File: src/hw/pll_refpath_pkg.sv
// Constants for the reference path, detector and charge-pump configuration bank.
// Assumes a 32-bit APB slave with each register index at byte address index times four.
package pll_refpath_pkg;

	typedef logic [23:0] reg_word_t;

	localparam int REG_WIDTH  = 24;
	localparam int DATA_WIDTH = 32;
	localparam int ADDR_LSB   = 2;
	localparam int SYNC_STAGES = 3;

	// Register indices; the byte address is four times the index.
	localparam logic [3:0] IDX_REFERENCE_PATH_CONTROL = 4'h3;
	localparam logic [3:0] IDX_PRESCALER_DUTY_CONTROL = 4'h4;
	localparam logic [3:0] IDX_DETECTOR_POLARITY_MASK = 4'h5;
	localparam logic [3:0] IDX_DETECTOR_DELAY_CONTROL = 4'h6;
	localparam logic [3:0] IDX_PUMP_CURRENT_CONTROL   = 4'h7;
	localparam logic [3:0] IDX_PUMP_TRIM_OFFSET       = 4'h8;
	localparam logic [3:0] IDX_PUMP_FORCE_CONTROL     = 4'h9;
	localparam logic [3:0] IDX_RESERVED_A             = 4'ha;
	localparam logic [3:0] IDX_RESERVED_B             = 4'hb;
	localparam logic [3:0] IDX_RESERVED_C             = 4'hc;
	localparam logic [3:0] IDX_RESERVED_D             = 4'hd;
	localparam logic [3:0] IDX_RESERVED_E             = 4'he;
	localparam int         IDX_FIRST                  = 3;
	localparam int         IDX_LAST                   = 14;

	// Field positions.
	localparam int REF_RATIO_LSB  = 0;
	localparam int REF_RATIO_MSB  = 13;
	localparam int REF_SELECT_BIT = 14;
	localparam int REF_AUTO_BIT   = 15;
	localparam int REF_SINE_BIT   = 16;
	localparam int DUTY_MODE_BIT  = 0;
	localparam int POLARITY_BIT   = 0;
	localparam int UP_PASS_BIT    = 1;
	localparam int DOWN_PASS_BIT  = 2;
	localparam int DELAY_LSB      = 0;
	localparam int DELAY_MSB      = 2;
	localparam int UP_CUR_LSB     = 0;
	localparam int UP_CUR_MSB     = 4;
	localparam int DN_CUR_LSB     = 5;
	localparam int DN_CUR_MSB     = 9;
	localparam int UP_TRIM_LSB    = 0;
	localparam int UP_TRIM_MSB    = 3;
	localparam int DN_TRIM_LSB    = 4;
	localparam int DN_TRIM_MSB    = 7;
	localparam int UP_LEAK_LSB    = 8;
	localparam int UP_LEAK_MSB    = 11;
	localparam int DN_LEAK_LSB    = 12;
	localparam int DN_LEAK_MSB    = 15;
	localparam int BIAS_LSB       = 16;
	localparam int BIAS_MSB       = 17;
	localparam int FORCE_EN_BIT   = 0;
	localparam int FORCE_DIR_BIT  = 1;

	// Values after reset, indexed 3 to 14.
	localparam reg_word_t RESET_VALUES [IDX_FIRST:IDX_LAST] = '{
		24'h008001, 24'h000001, 24'h000006, 24'h000002, 24'h000210, 24'h020400,
		24'h000000, 24'h000304, 24'h000000, 24'h000100, 24'h000020, 24'h000000};

	// Implemented bits; the rest read as zero.
	localparam reg_word_t WRITE_MASKS [IDX_FIRST:IDX_LAST] = '{
		24'h01ffff, 24'h000001, 24'h000007, 24'h000007, 24'h0003ff, 24'h03ffff,
		24'h000003, 24'hffffff, 24'hffffff, 24'hffffff, 24'hffffff, 24'hffffff};

	localparam logic [13:0] RATIO_ONE = 14'h0001;

endpackage

File: src/hw/pll_refpath_regs.sv
// Reference path, detector and charge-pump configuration bank with its small digital datapath.
// Assumes an APB master on pclk, crystal pins from outside the clock domain, and same-clock
// detector pulses and neighbouring enable bits.
//
// Function
// - Divide the selected crystal input by the 14-bit ratio when divider enabled and selected.
// - With auto selection clear, select bit routes the reference through the divider when set, bypasses it when clear.
// - With auto selection set, ratio one bypasses the divider, any other ratio uses it.
// - Sine select picks the sine reference; buffer enables must read binary 10 too.
// - Duty-mode bit lengthens prescaler low time from 30 to 94 cycles; advise zero.
// - Polarity bit inverts detector sense, swapping up and down toward the pump.
// - Up pulses reach the charge pump only while the up pass bit is set.
// - Down pulses reach the charge pump only while the down pass bit is set.
// - Three-bit detector delay code resets to two; software is advised to write one.
// - Five-bit up current code in 125 uA steps up to 4 mA.
// - Five-bit down current code in 125 uA steps up to 4 mA.
// - Four-bit up and down gain trim codes in 14.3 uA steps; advise zero.
// - Four-bit up and down leakage codes in 28.7 uA steps up to 430 uA.
// - Two-bit dummy-branch amplifier bias code; software is advised to write binary 10.
// - Force enable drives the pump continuously, up for direction zero, down for one.
// - Holding the divider in reset through its enable acts as bypassing it.
// - Sine buffer runs only with its enable bit and the sine select bit both set.
//
// Local design decision: the APB register port.
`timescale 1ns/1ns
module pll_refpath_regs #(
	parameter int ADDR_WIDTH  = 8,
	parameter int RATIO_WIDTH = 14
) (
	input  wire logic                   pclk,
	input  wire logic                   presetn,
	input  wire logic                   ce,
	input  wire logic [ADDR_WIDTH-1:0]  paddr,
	input  wire logic                   psel,
	input  wire logic                   penable,
	input  wire logic                   pwrite,
	input  wire logic [31:0]            pwdata,
	input  wire logic [3:0]             pstrb,
	output logic      [31:0]            prdata,
	output logic                        pready,
	output logic                        pslverr,
	input  wire logic                   ref_div_enable,
	input  wire logic                   square_buf_enable,
	input  wire logic                   sine_buf_enable,
	input  wire logic                   xtal_square_in,
	input  wire logic                   xtal_sine_in,
	input  wire logic                   pfd_up_raw,
	input  wire logic                   pfd_down_raw,
	output logic                        ref_clk_out,
	output logic                        ref_divider_active,
	output logic                        square_buffer_on,
	output logic                        sine_buffer_on,
	output logic                        prescaler_duty_extend,
	output logic      [2:0]             detector_delay_code,
	output logic      [4:0]             pump_up_current_code,
	output logic      [4:0]             pump_down_current_code,
	output logic      [3:0]             pump_up_trim_code,
	output logic      [3:0]             pump_down_trim_code,
	output logic      [3:0]             pump_up_leak_code,
	output logic      [3:0]             pump_down_leak_code,
	output logic      [1:0]             pump_dummy_amp_bias,
	output logic                        pump_up,
	output logic                        pump_down
);

	if (ADDR_WIDTH < 6 || ADDR_WIDTH > 31) begin : g_addr_check
		$error("ADDR_WIDTH must lie between 6 and 31");
	end
	if (RATIO_WIDTH != 14) begin : g_ratio_check
		$error("RATIO_WIDTH must be 14 to match the ratio field");
	end

	// Bus decode.
	function automatic logic addr_valid(input logic [ADDR_WIDTH-1:0] a);
		logic [3:0] i;
		i = a[5:2];
		return (a[1:0] == 2'h0) && (a[ADDR_WIDTH-1:6] == '0) &&
		       (i >= IDX3()) && (i <= IDX14());
	endfunction

	function automatic logic [3:0] IDX3();
		return pll_refpath_pkg::IDX_REFERENCE_PATH_CONTROL;
	endfunction

	function automatic logic [3:0] IDX14();
		return pll_refpath_pkg::IDX_RESERVED_E;
	endfunction

	pll_refpath_pkg::reg_word_t regs_reg [pll_refpath_pkg::IDX_FIRST:pll_refpath_pkg::IDX_LAST];
	logic                       ready_reg;
	logic [31:0]                prdata_reg;
	logic                       pslverr_reg;

	wire logic        access_phase = psel & penable;
	wire logic        first_access = access_phase & ~ready_reg;
	wire logic        hit          = addr_valid(paddr);
	wire logic [3:0]  index        = paddr[5:2];
	wire logic [23:0] lane_mask    = {{8{pstrb[2]}}, {8{pstrb[1]}}, {8{pstrb[0]}}};
	wire logic [31:0] read_word    = hit ? {8'h00, regs_reg[index]} : 32'h00000000;
	wire logic        write_en     = pready & pwrite & hit;

	// A frozen clock enable also holds off the answer, so no write is lost while frozen.
	assign pready  = access_phase & ready_reg & ce;
	assign prdata  = prdata_reg;
	assign pslverr = pslverr_reg;

	always_ff @(posedge pclk or negedge presetn) begin
		if (!presetn) begin
			ready_reg   <= 1'b0;
			prdata_reg  <= 32'h00000000;
			pslverr_reg <= 1'b0;
		end else if (ce) begin
			ready_reg <= first_access;
			if (first_access) begin
				prdata_reg  <= pwrite ? 32'h00000000 : read_word;
				pslverr_reg <= ~hit;
			end
		end
	end

	// Register storage: each word keeps only its implemented bits.
	for (genvar g = pll_refpath_pkg::IDX_FIRST; g <= pll_refpath_pkg::IDX_LAST; g++) begin : g_regs
		wire logic [23:0] reg_next = ((regs_reg[g] & ~lane_mask) | (pwdata[23:0] & lane_mask)) &
		                             pll_refpath_pkg::WRITE_MASKS[g];
		always_ff @(posedge pclk or negedge presetn) begin
			if (!presetn) begin
				regs_reg[g] <= pll_refpath_pkg::RESET_VALUES[g];
			end else if (write_en && index == 4'(g)) begin
				regs_reg[g] <= reg_next;
			end
		end
	end

	// Field views.
	wire logic [23:0] ref_word   = regs_reg[pll_refpath_pkg::IDX_REFERENCE_PATH_CONTROL];
	wire logic [23:0] pfd_word   = regs_reg[pll_refpath_pkg::IDX_DETECTOR_POLARITY_MASK];
	wire logic [23:0] cur_word   = regs_reg[pll_refpath_pkg::IDX_PUMP_CURRENT_CONTROL];
	wire logic [23:0] trim_word  = regs_reg[pll_refpath_pkg::IDX_PUMP_TRIM_OFFSET];
	wire logic [23:0] force_word = regs_reg[pll_refpath_pkg::IDX_PUMP_FORCE_CONTROL];

	wire logic [13:0] ratio      = ref_word[pll_refpath_pkg::REF_RATIO_MSB:pll_refpath_pkg::REF_RATIO_LSB];
	wire logic        div_select = ref_word[pll_refpath_pkg::REF_SELECT_BIT];
	wire logic        auto_sel   = ref_word[pll_refpath_pkg::REF_AUTO_BIT];
	wire logic        sine_sel   = ref_word[pll_refpath_pkg::REF_SINE_BIT];
	wire logic        polarity   = pfd_word[pll_refpath_pkg::POLARITY_BIT];
	wire logic        up_pass    = pfd_word[pll_refpath_pkg::UP_PASS_BIT];
	wire logic        down_pass  = pfd_word[pll_refpath_pkg::DOWN_PASS_BIT];
	wire logic        force_en   = force_word[pll_refpath_pkg::FORCE_EN_BIT];
	wire logic        force_dir  = force_word[pll_refpath_pkg::FORCE_DIR_BIT];

	assign prescaler_duty_extend = regs_reg[pll_refpath_pkg::IDX_PRESCALER_DUTY_CONTROL][pll_refpath_pkg::DUTY_MODE_BIT];
	assign detector_delay_code   = regs_reg[pll_refpath_pkg::IDX_DETECTOR_DELAY_CONTROL][pll_refpath_pkg::DELAY_MSB:pll_refpath_pkg::DELAY_LSB];
	assign pump_up_current_code   = cur_word[pll_refpath_pkg::UP_CUR_MSB:pll_refpath_pkg::UP_CUR_LSB];
	assign pump_down_current_code = cur_word[pll_refpath_pkg::DN_CUR_MSB:pll_refpath_pkg::DN_CUR_LSB];
	assign pump_up_trim_code      = trim_word[pll_refpath_pkg::UP_TRIM_MSB:pll_refpath_pkg::UP_TRIM_LSB];
	assign pump_down_trim_code    = trim_word[pll_refpath_pkg::DN_TRIM_MSB:pll_refpath_pkg::DN_TRIM_LSB];
	assign pump_up_leak_code      = trim_word[pll_refpath_pkg::UP_LEAK_MSB:pll_refpath_pkg::UP_LEAK_LSB];
	assign pump_down_leak_code    = trim_word[pll_refpath_pkg::DN_LEAK_MSB:pll_refpath_pkg::DN_LEAK_LSB];
	assign pump_dummy_amp_bias    = trim_word[pll_refpath_pkg::BIAS_MSB:pll_refpath_pkg::BIAS_LSB];

	// Reference buffers: the sine buffer needs its enable with the square enable off.
	wire logic sine_path   = sine_sel & sine_buf_enable & ~square_buf_enable;
	wire logic square_path = ~sine_sel & square_buf_enable;
	assign sine_buffer_on   = sine_path;
	assign square_buffer_on = square_path;

	// Crystal pins: three flops, a level change counts once stages two and three agree.
	wire logic [1:0]  xtal_pins = {xtal_sine_in, xtal_square_in};
	logic      [1:0]  xtal_level_reg;
	logic      [1:0]  xtal_rise;
	for (genvar p = 0; p < 2; p++) begin : g_sync
		logic [pll_refpath_pkg::SYNC_STAGES-1:0] sync_reg;
		wire logic agree = (sync_reg[1] == sync_reg[2]);
		assign xtal_rise[p] = agree & sync_reg[2] & ~xtal_level_reg[p];
		always_ff @(posedge pclk or negedge presetn) begin
			if (!presetn) begin
				sync_reg          <= '0;
				xtal_level_reg[p] <= 1'b0;
			end else if (ce) begin
				sync_reg <= {sync_reg[1:0], xtal_pins[p]};
				if (agree) begin
					xtal_level_reg[p] <= sync_reg[2];
				end
			end
		end
	end

	wire logic sel_level = sine_path ? xtal_level_reg[1] : (square_path & xtal_level_reg[0]);
	wire logic sel_rise  = sine_path ? xtal_rise[1] : (square_path & xtal_rise[0]);

	// Divider use: enable low holds the counter in reset, which is the bypass.
	wire logic div_wanted = auto_sel ? (ratio != pll_refpath_pkg::RATIO_ONE) : div_select;
	wire logic div_active = ref_div_enable & div_wanted;
	assign ref_divider_active = div_active;

	logic [13:0] div_cnt_reg;
	logic        ref_out_reg;
	wire  logic [13:0] ratio_last = ratio - 14'h0001;
	wire  logic [13:0] half_ratio = {1'b0, ratio[13:1]};
	// A zero ratio is illegal; the counter wraps through the longest count, but the output stays stuck low.
	wire  logic [13:0] div_cnt_next = (div_cnt_reg >= ratio_last && ratio != 14'h0000) ? 14'h0000
	                                  : div_cnt_reg + 14'h0001;

	always_ff @(posedge pclk or negedge presetn) begin
		if (!presetn) begin
			div_cnt_reg <= 14'h0000;
		end else if (ce) begin
			if (!div_active) begin
				div_cnt_reg <= 14'h0000;
			end else if (sel_rise) begin
				div_cnt_reg <= div_cnt_next;
			end
		end
	end

	always_ff @(posedge pclk or negedge presetn) begin
		if (!presetn) begin
			ref_out_reg <= 1'b0;
		end else if (ce) begin
			ref_out_reg <= div_active ? (div_cnt_reg < half_ratio) : sel_level;
		end
	end
	assign ref_clk_out = ref_out_reg;

	// Detector to pump: polarity swap, masking, then the force override.
	wire logic det_up   = polarity ? pfd_down_raw : pfd_up_raw;
	wire logic det_down = polarity ? pfd_up_raw : pfd_down_raw;
	wire logic up_next   = force_en ? ~force_dir : (det_up & up_pass);
	wire logic down_next = force_en ? force_dir : (det_down & down_pass);

	logic pump_up_reg;
	logic pump_down_reg;
	always_ff @(posedge pclk or negedge presetn) begin
		if (!presetn) begin
			pump_up_reg   <= 1'b0;
			pump_down_reg <= 1'b0;
		end else if (ce) begin
			pump_up_reg   <= up_next;
			pump_down_reg <= down_next;
		end
	end
	assign pump_up   = pump_up_reg;
	assign pump_down = pump_down_reg;
endmodule // pll_refpath_regs

File: config.mk
export PLATFORM = sky130hd
export DESIGN_NAME = pll_refpath_regs
export DESIGN_NICKNAME = d
export VERILOG_FILES = /design/src/hw/pll_refpath_pkg.sv /design/src/hw/pll_refpath_regs.sv
export SDC_FILE = /design/constraint.sdc
export NUM_CORES = 1
export LEC_CHECK = 0
export ABC_AREA = 1
export BUFFER_PORTS_ARGS = -buffer_cell sky130_fd_sc_hd__buf_2
export CAP_MARGIN = 20
export CORE_UTILIZATION = 50
export CTS_BUF_LIST = sky130_fd_sc_hd__clkbuf_2
export CTS_CLUSTER_DIAMETER = 30
export DETAILED_ROUTE_END_ITERATION = 8
export GPL_ROUTABILITY_DRIVEN = 0
export GPL_TIMING_DRIVEN = 0
export MAX_ROUTING_LAYER = met4
export PLACE_DENSITY = 0.69
export SETUP_SLACK_MARGIN = 0.02
export SLEW_MARGIN = 20
export SYNTH_ARGS = -nofsm -noshare
export SYNTH_HDL_FRONTEND = slang
export SYNTH_SLANG_ARGS = --single-unit
File: constraint.sdc
create_clock -name pclk -period 3.2 [get_ports pclk]
set_input_delay 0.16 -clock pclk [delete_from_list [all_inputs] [get_ports pclk]]
set_output_delay 0.16 -clock pclk [all_outputs]
set_load 0.02 [all_outputs]
==> impl_metrics.tcl, run 1 <==
set metrics [dict create \
    clk_pin_slew_ps 110 \
    synth_top_cell_by_area "dfrtp_1" \
    async_flop_share_pct 100 \
    synth_edf_count 0 \
    syn_inst 1386 \
    power_density_mw_per_mm2 407 \
    root_buffer "clkbuf_2" \
    grt_max_degree 100 \
    die_area_mm2 0.0235 \
    clock_sinks 225 \
    arrival_ps 2790 \
    r2r_slack_ps 370 \
    yosysWarningCount 0 \
    slew_headroom_pct 45.7 \
    via_per_inst 5.49 \
    clock_skew_ps 65.5 \
    synth_ff_type "dfrtp_1" \
    postRouteWirelength_um 34700 \
    start_util_pct 51.6 \
    antenna_found_initial 1 \
    synth_top_family_by_area "simple AND/OR/NAND/NOR gates" \
    htreeDepth 2 \
    synth.distinct_cells 37 \
    grt_usage_pct 31.0 \
    synthMuxAreaShare_pct 0 \
    avgRoutedWirePerCell_um 17.7 \
    p_comb_share_pct 9.0 \
    power.internal_mw 3.95 \
    leakagePower_nw 6.91 \
    fin_nets 1713 \
    drt_iter0_markers 906 \
    crit_type "reg2out" \
    grt_pass1_vias 10300 \
    post-route-period-util_pct 92.1 \
    pwr-share-clk_pct 39.2 \
    vias 10700 \
    peakVddDrop_v 0.000249 \
    portBuffers 107 \
    ys_seq_elements 225 \
    rsz0062_at_grt "false" \
    cp.required_ps 3040 \
    io_pins 129 \
    ys_top_cells_by_area "dfrtp_1, nand2_1, o21ai_1, o21ai_0, dfstp_2" \
    slew_violations 0 \
    power.switching_mw 1.61 \
    ys_seq_area_share_pct 49.4 \
    final_cells 1954 \
    worst_pin_slew_ps 814 \
    slowest_delay_ps 430 \
    nFillCells 2032 \
    hold_end "prdata[15]$_DFFE_PN0P_" \
    crit_chain "inv_1 > ha_1 > inv_1 > nor2_1 > nand2_1 > nor2_1 > a21oi_2 > clkbuf_2 > buf_2" \
    synthMostInstantiatedCell "nand2_1" \
    synth.top_cells.by_count "nand2_1, dfrtp_1, o21ai_1" \
    synth_top_area_share_pct 45.9 \
    rows 54 \
    hold_viol 0 \
    dpl.cell_count 1782 \
    synth-adder-area-share_pct 3.39 \
    place.detailed.hpwl_um 24600 \
    hold_depth 7 \
    synth-simple-area-share_pct 20.7 \
    finalSetupViolCount 0 \
    synth-compound-area-share_pct 16.5 \
    area_delta_synth_final_pct 19.4 \
    swShare_pct 28.9 \
    die_h_um 153 \
    core_mm2 0.0222 \
    setup.worst_path.start_class "flop" \
    max_cap_viol_count 0 \
    synth_xor_xnor_area_share_pct 1.53 \
    fmax_mhz 339 \
    hp-class "in2reg" \
    clockBufferDepth 3 \
    first_pass_iters 5 \
    seqPwrFrac_pct 51.8 \
    clk_latency_ps 900 \
    mappedNetlistArea_mm2 0.0114 \
    timing.final.crit_period_ps 2950 \
    cp-end-kind "output pin" \
    rr_worst_depth 19 \
    slowest_stage "dfrtp_1" \
    timing.rr.end "div_cnt_reg[5]$_DFFE_PN0P_" \
    crit_fanout 10 \
    detail-route-antenna-nets 0 \
    drive_gt1_share_pct 19.2 \
    grt_overflow 0 \
    status "finished clean" \
    cts_buffers 61 \
    fp.dieW_um 153 \
    syn-mean-instance-area_um2 8.25 \
    grt_pass1_wl_um 55100 \
    drc 0 \
    hp-start "paddr[3]" \
    placed_area_mm2 0.0124 \
    cts_tree "done" \
    final_area_mm2 0.0137 \
]
## layer usage
layer	share of wire [%]	up-vias	global-route usage, %
li1	-	5094	-
met1	43	5057	40.9
met2	45	497	46.2
met3	9.0	85	7.00
met4	3.4	0	12.9
met5	0	-	-
## worst max-delay path by stage
stage,to,slack [ps],from
2_1_floorplan,div_cnt_reg[10]$_DFFE_PN0P_,580,flop
3_3_place_gp,async pin,-1960,presetn
3_5_place_dp,div_cnt_reg[3]$_DFFE_PN0P_,70,flop
4_1_cts,div_cnt_reg[5]$_DFFE_PN0P_,100,flop
5_1_grt,div_cnt_reg[10]$_DFFE_PN0P_,60,flop
6_report,ref_divider_active,250,flop
## layout make-up
class	count	area, µm²	share of cell area, %
Antenna cell	1	2.50	0.0183
Buffer	100	572	4.19
Clock buffer	91	455	3.33
Clock inverter	20	143	1.04
Inverter	105	394	2.88
Multi-Input combinational cell	962	4870	35.6
Sequential cell	225	5650	41.3
Tap cell	280	350	2.56
Timing Repair Buffer	170	1230	8.99
## through the flow
| step | setup TNS [ps] | util, % | hold WS, ps | power, mW | setup WS (ps) |
|---|---|---|---|---|---|
| 2_1_floorplan | 0 | - | -136 | 3.15 | 585 |
| 3_3_place_gp | -413810 | 55.7 | 381 | 3.36 | -1960 |
| 3_5_place_dp | 0 | 56.0 | 83.7 | 3.38 | 69.1 |
| 4_1_cts | 0 | 61.6 | 14.0 | 5.59 | 103 |
| 5_1_grt | 0 | 61.6 | 57.6 | 5.80 | 59.0 |
| 6_report | 0 | 61.6 | 89.3 | 5.56 | 253 |
## placed cells by master, fill, tap and decap left out, types with 39 or more instances in the layout
master         instances
inv_1                 98
buf_2                127
o21ai_1              168
dlygate4sd3_1         60
a21oi_1               39
dfrtp_1              210
nand2_1              389
nand3_1               40
buf_4                 40
nor2_1                69
clkbuf_2              92
o21ai_0               81
## power by group through the flow
| stage | sequential [mW] | combinational, mW | clock [mW] |
|---|---|---|---|
| 3_3_place_gp | 2.94 | 0.428 | 0 |
| 5_1_grt | 2.88 | 0.546 | 2.37 |
| 2_1_floorplan | 2.94 | 0.212 | 0 |
| 4_1_cts | 2.88 | 0.494 | 2.21 |
| 6_report | 2.88 | 0.502 | 2.18 |
| 3_5_place_dp | 2.94 | 0.440 | 0 |
## worst max-delay path, delay by kind of cell (launching register included)
kind	cells	cell delay, ps
AO/OA/AOI/OAI	1	430
adder cells (fa/ha/maj)	1	190
buffers and inverters	4	670
flip-flops	1	430
AND/OR/NAND/NOR	3	160
## cells by family after synthesis
logic type                 count (synthesis)
buffers and inverters                    206
DFF                                      225
AOI/OAI and AO/OA                        351
xor gates and xnor gates                  20
other                                      1
and+or+nand+nor                          552
adders and majority gates                 31
## timing repair
| item | CTS | global route |
|---|---|---|
| endpoints found under the setup margin | 4 | 15 |
| hold buffers | 61 | 0 |
| hold endpoints to repair | 334 | 0 |
| buffers inserted | 0 | 0 |
| gates resized for setup | 1 | 7 |
(Power assumes the default switching activity.)
==> run 2, diff against run 1 <==
--- a/config.mk
+++ b/config.mk
@@ -16,6 +16,7 @@
 export GPL_TIMING_DRIVEN = 0
 export MAX_ROUTING_LAYER = met4
 export PLACE_DENSITY = 0.69
+export RECOVER_POWER = 50
 export SETUP_SLACK_MARGIN = 0.02
 export SLEW_MARGIN = 20
 export SYNTH_ARGS = -nofsm -noshare
==> impl_metrics.tcl, run 2 (same netlist as run 1, synthesis figures left out) <==
set metrics [dict create \
    detail-route-antenna-nets 0 \
    drive_gt1_share_pct 17.6 \
    via_per_inst 5.49 \
    power.internal_mw 3.95 \
    clockBufferDepth 3 \
    start_util_pct 51.6 \
    whs_ps 65.9 \
    first_pass_iters 5 \
    cp-end-kind "output pin" \
    pwr-share-clk_pct 39.2 \
    power_density_mw_per_mm2 409 \
    grt_pass1_vias 10300 \
    final_common_cell "nand2_1" \
    clock_skew_ps 78.7 \
    slowest_delay_ps 450 \
    worst-path-buf-inv 4 \
    vias 10700 \
    crit_chain "inv_1 > ha_1 > inv_1 > nor2_1 > nand2_1 > nor2_1 > a21oi_2 > clkbuf_2 > buf_2" \
    hp-class "in2reg" \
    timing.rr.end "div_cnt_reg[5]$_DFFE_PN0P_" \
    clk_latency_ps 900 \
    grt_pass1_wl_um 55100 \
    clk_pin_slew_ps 100 \
    htreeDepth 2 \
    dp_slack_ps 69.1 \
    timing.final.ws_setup_ps 223 \
    clock_sinks 225 \
    slowest_stage "a21oi_2" \
    power.switching_mw 1.60 \
    leakagePower_nw 6.79 \
    fin_nets 1713 \
    rr_worst_depth 19 \
    hold_viol 0 \
    finalSetupViolCount 0 \
    root_buffer "clkbuf_2" \
    post-route-period-util_pct 93.0 \
    core_mm2 0.0222 \
    cp.required_ps 3040 \
    area_delta_synth_final_pct 18.7 \
    grt_overflow 0 \
    crit_type "reg2out" \
    grt_usage_pct 31.0 \
    violations "capacitance limit, slew limit" \
    die_h_um 153 \
    cts_buffers 61 \
    drc 0 \
    slew_violations 128 \
    arrival_ps 2820 \
    fmax_mhz 336 \
    dpl.cell_count 1782 \
    antenna_found_initial 1 \
    rows 54 \
    r2r_slack_ps 360 \
    status "complete, but fails checks" \
    setup.worst_path.start_class "flop" \
    drt_iter0_markers 869 \
    die_area_mm2 0.0235 \
    crit_family "buffers and inverters" \
    swShare_pct 28.9 \
    worst_pin_slew_ps 2140 \
    avgRoutedWirePerCell_um 17.8 \
    postRouteWirelength_um 34700 \
    timing.final.crit_period_ps 2980 \
    final_cells 1954 \
    crit_fanout 10 \
    rsz0062_at_grt "false" \
    p_comb_share_pct 8.8 \
    fp.dieW_um 153 \
    portBuffers 107 \
    crit_cells 9 \
    layout_common_cells "nand2_1, dfrtp_1, o21ai_1" \
    slew_headroom_pct -42.5 \
    seqPwrFrac_pct 51.9 \
    grt_max_degree 100 \
    peakVddDrop_v 0.000249 \
    cts_tree "done" \
    place.detailed.hpwl_um 24600 \
    max_cap_viol_count 2 \
    post_cts_buffers 0 \
    worstSetupEndpoint "ref_divider_active" \
    io_pins 129 \
]
## run 2: cell count changes in the layout (fill, tap and decap cells not counted)
cell	previous run	this run
clkbuf_1	31	56
buf_2	127	103
buf_16	3	1
buf_8	2	1
clkbuf_2	92	93
clkdlybuf4s25_1	0	1
inv_1	98	99
inv_2	7	6
## run 2: power groups by stage
| stage | combinational, mW | clock, mW | sequential (mW) |
|---|---|---|---|
| finish | 0.491 | 2.18 | 2.88 |
| global route | 0.536 | 2.37 | 2.88 |
| detailed placement | 0.440 | 0 | 2.94 |
| CTS | 0.494 | 2.21 | 2.88 |
| global placement | 0.428 | 0 | 2.94 |
| floorplan | 0.212 | 0 | 2.94 |
## run 2: metrics by stage
stage | total power, mW | instance area, µm² | setup TNS (ps) | utilization (%)
2_1_floorplan | 3.15 | 11500 | 0 | -
3_3_place_gp | 3.36 | 12400 | -413810 | 55.7
3_5_place_dp | 3.38 | 12400 | 0 | 56.0
4_1_cts | 5.59 | 13600 | 0 | 61.6
5_1_grt | 5.79 | 13600 | 0 | 61.3
6_report | 5.55 | 13600 | 0 | 61.3
## run 2: worst register-to-register path, cell delays in order, from the launching register on
cell and delay (ps):
dfrtp_1 450, inv_1 110, ha_1 210, nand4_1 170, nor2_2 160, inv_1 70, nor2_1 120, nand2_1 80
xor2_1 150, inv_1 60, ha_1 260, nand2_1 40, nor2_1 130, nand2_1 90, nor2_1 100, nor2_1 40
nand3_1 120, nand2_4 130, nand4_1 100, nand2_1 60
## run 2: worst min path at each step
stage,from,to,slack (ps),cells past startpoint
after floorplan,presetn,async pin,-140,0
after global placement,xtal_square_in,g_sync[0].sync_reg[0]$_DFFE_PN0P_,380,3
after detailed placement,presetn,async pin,80,1
after CTS,paddr[3],prdata[13]$_DFFE_PN0P_,10,7
after global routing,paddr[3],prdata[10]$_DFFE_PN0P_,60,6
final,paddr[3],prdata[13]$_DFFE_PN0P_,70,7
## run 2: final cells by class
type,instances,area (µm²)
inverter,105,394
antenna,1,2.50
clock inverter,20,143
buffer,100,571
tap,280,350
timing repair buffer,170,1150
fill,2057,8580
sequential,225,5650
multi-input combinational,962,4870
clock buffer,91,455
## run 2: what timing repair did
action,4_1_cts,5_1_grt
hold endpoints to repair,334,0
hold buffers,61,0
cloned,0,0
endpoints found under the setup margin,4,15
resized for setup,1,7
## run 2: metal layers
| metal | share of wire (%) | up-vias | GRT usage [%] |
|---|---|---|---|
| met5 | 0 | - | - |
| met4 | 3.6 | 0 | 12.9 |
| met3 | 8.9 | 92 | 7.00 |
| met2 | 45 | 489 | 46.2 |
| met1 | 43 | 5048 | 40.9 |
| li1 | - | 5091 | - |
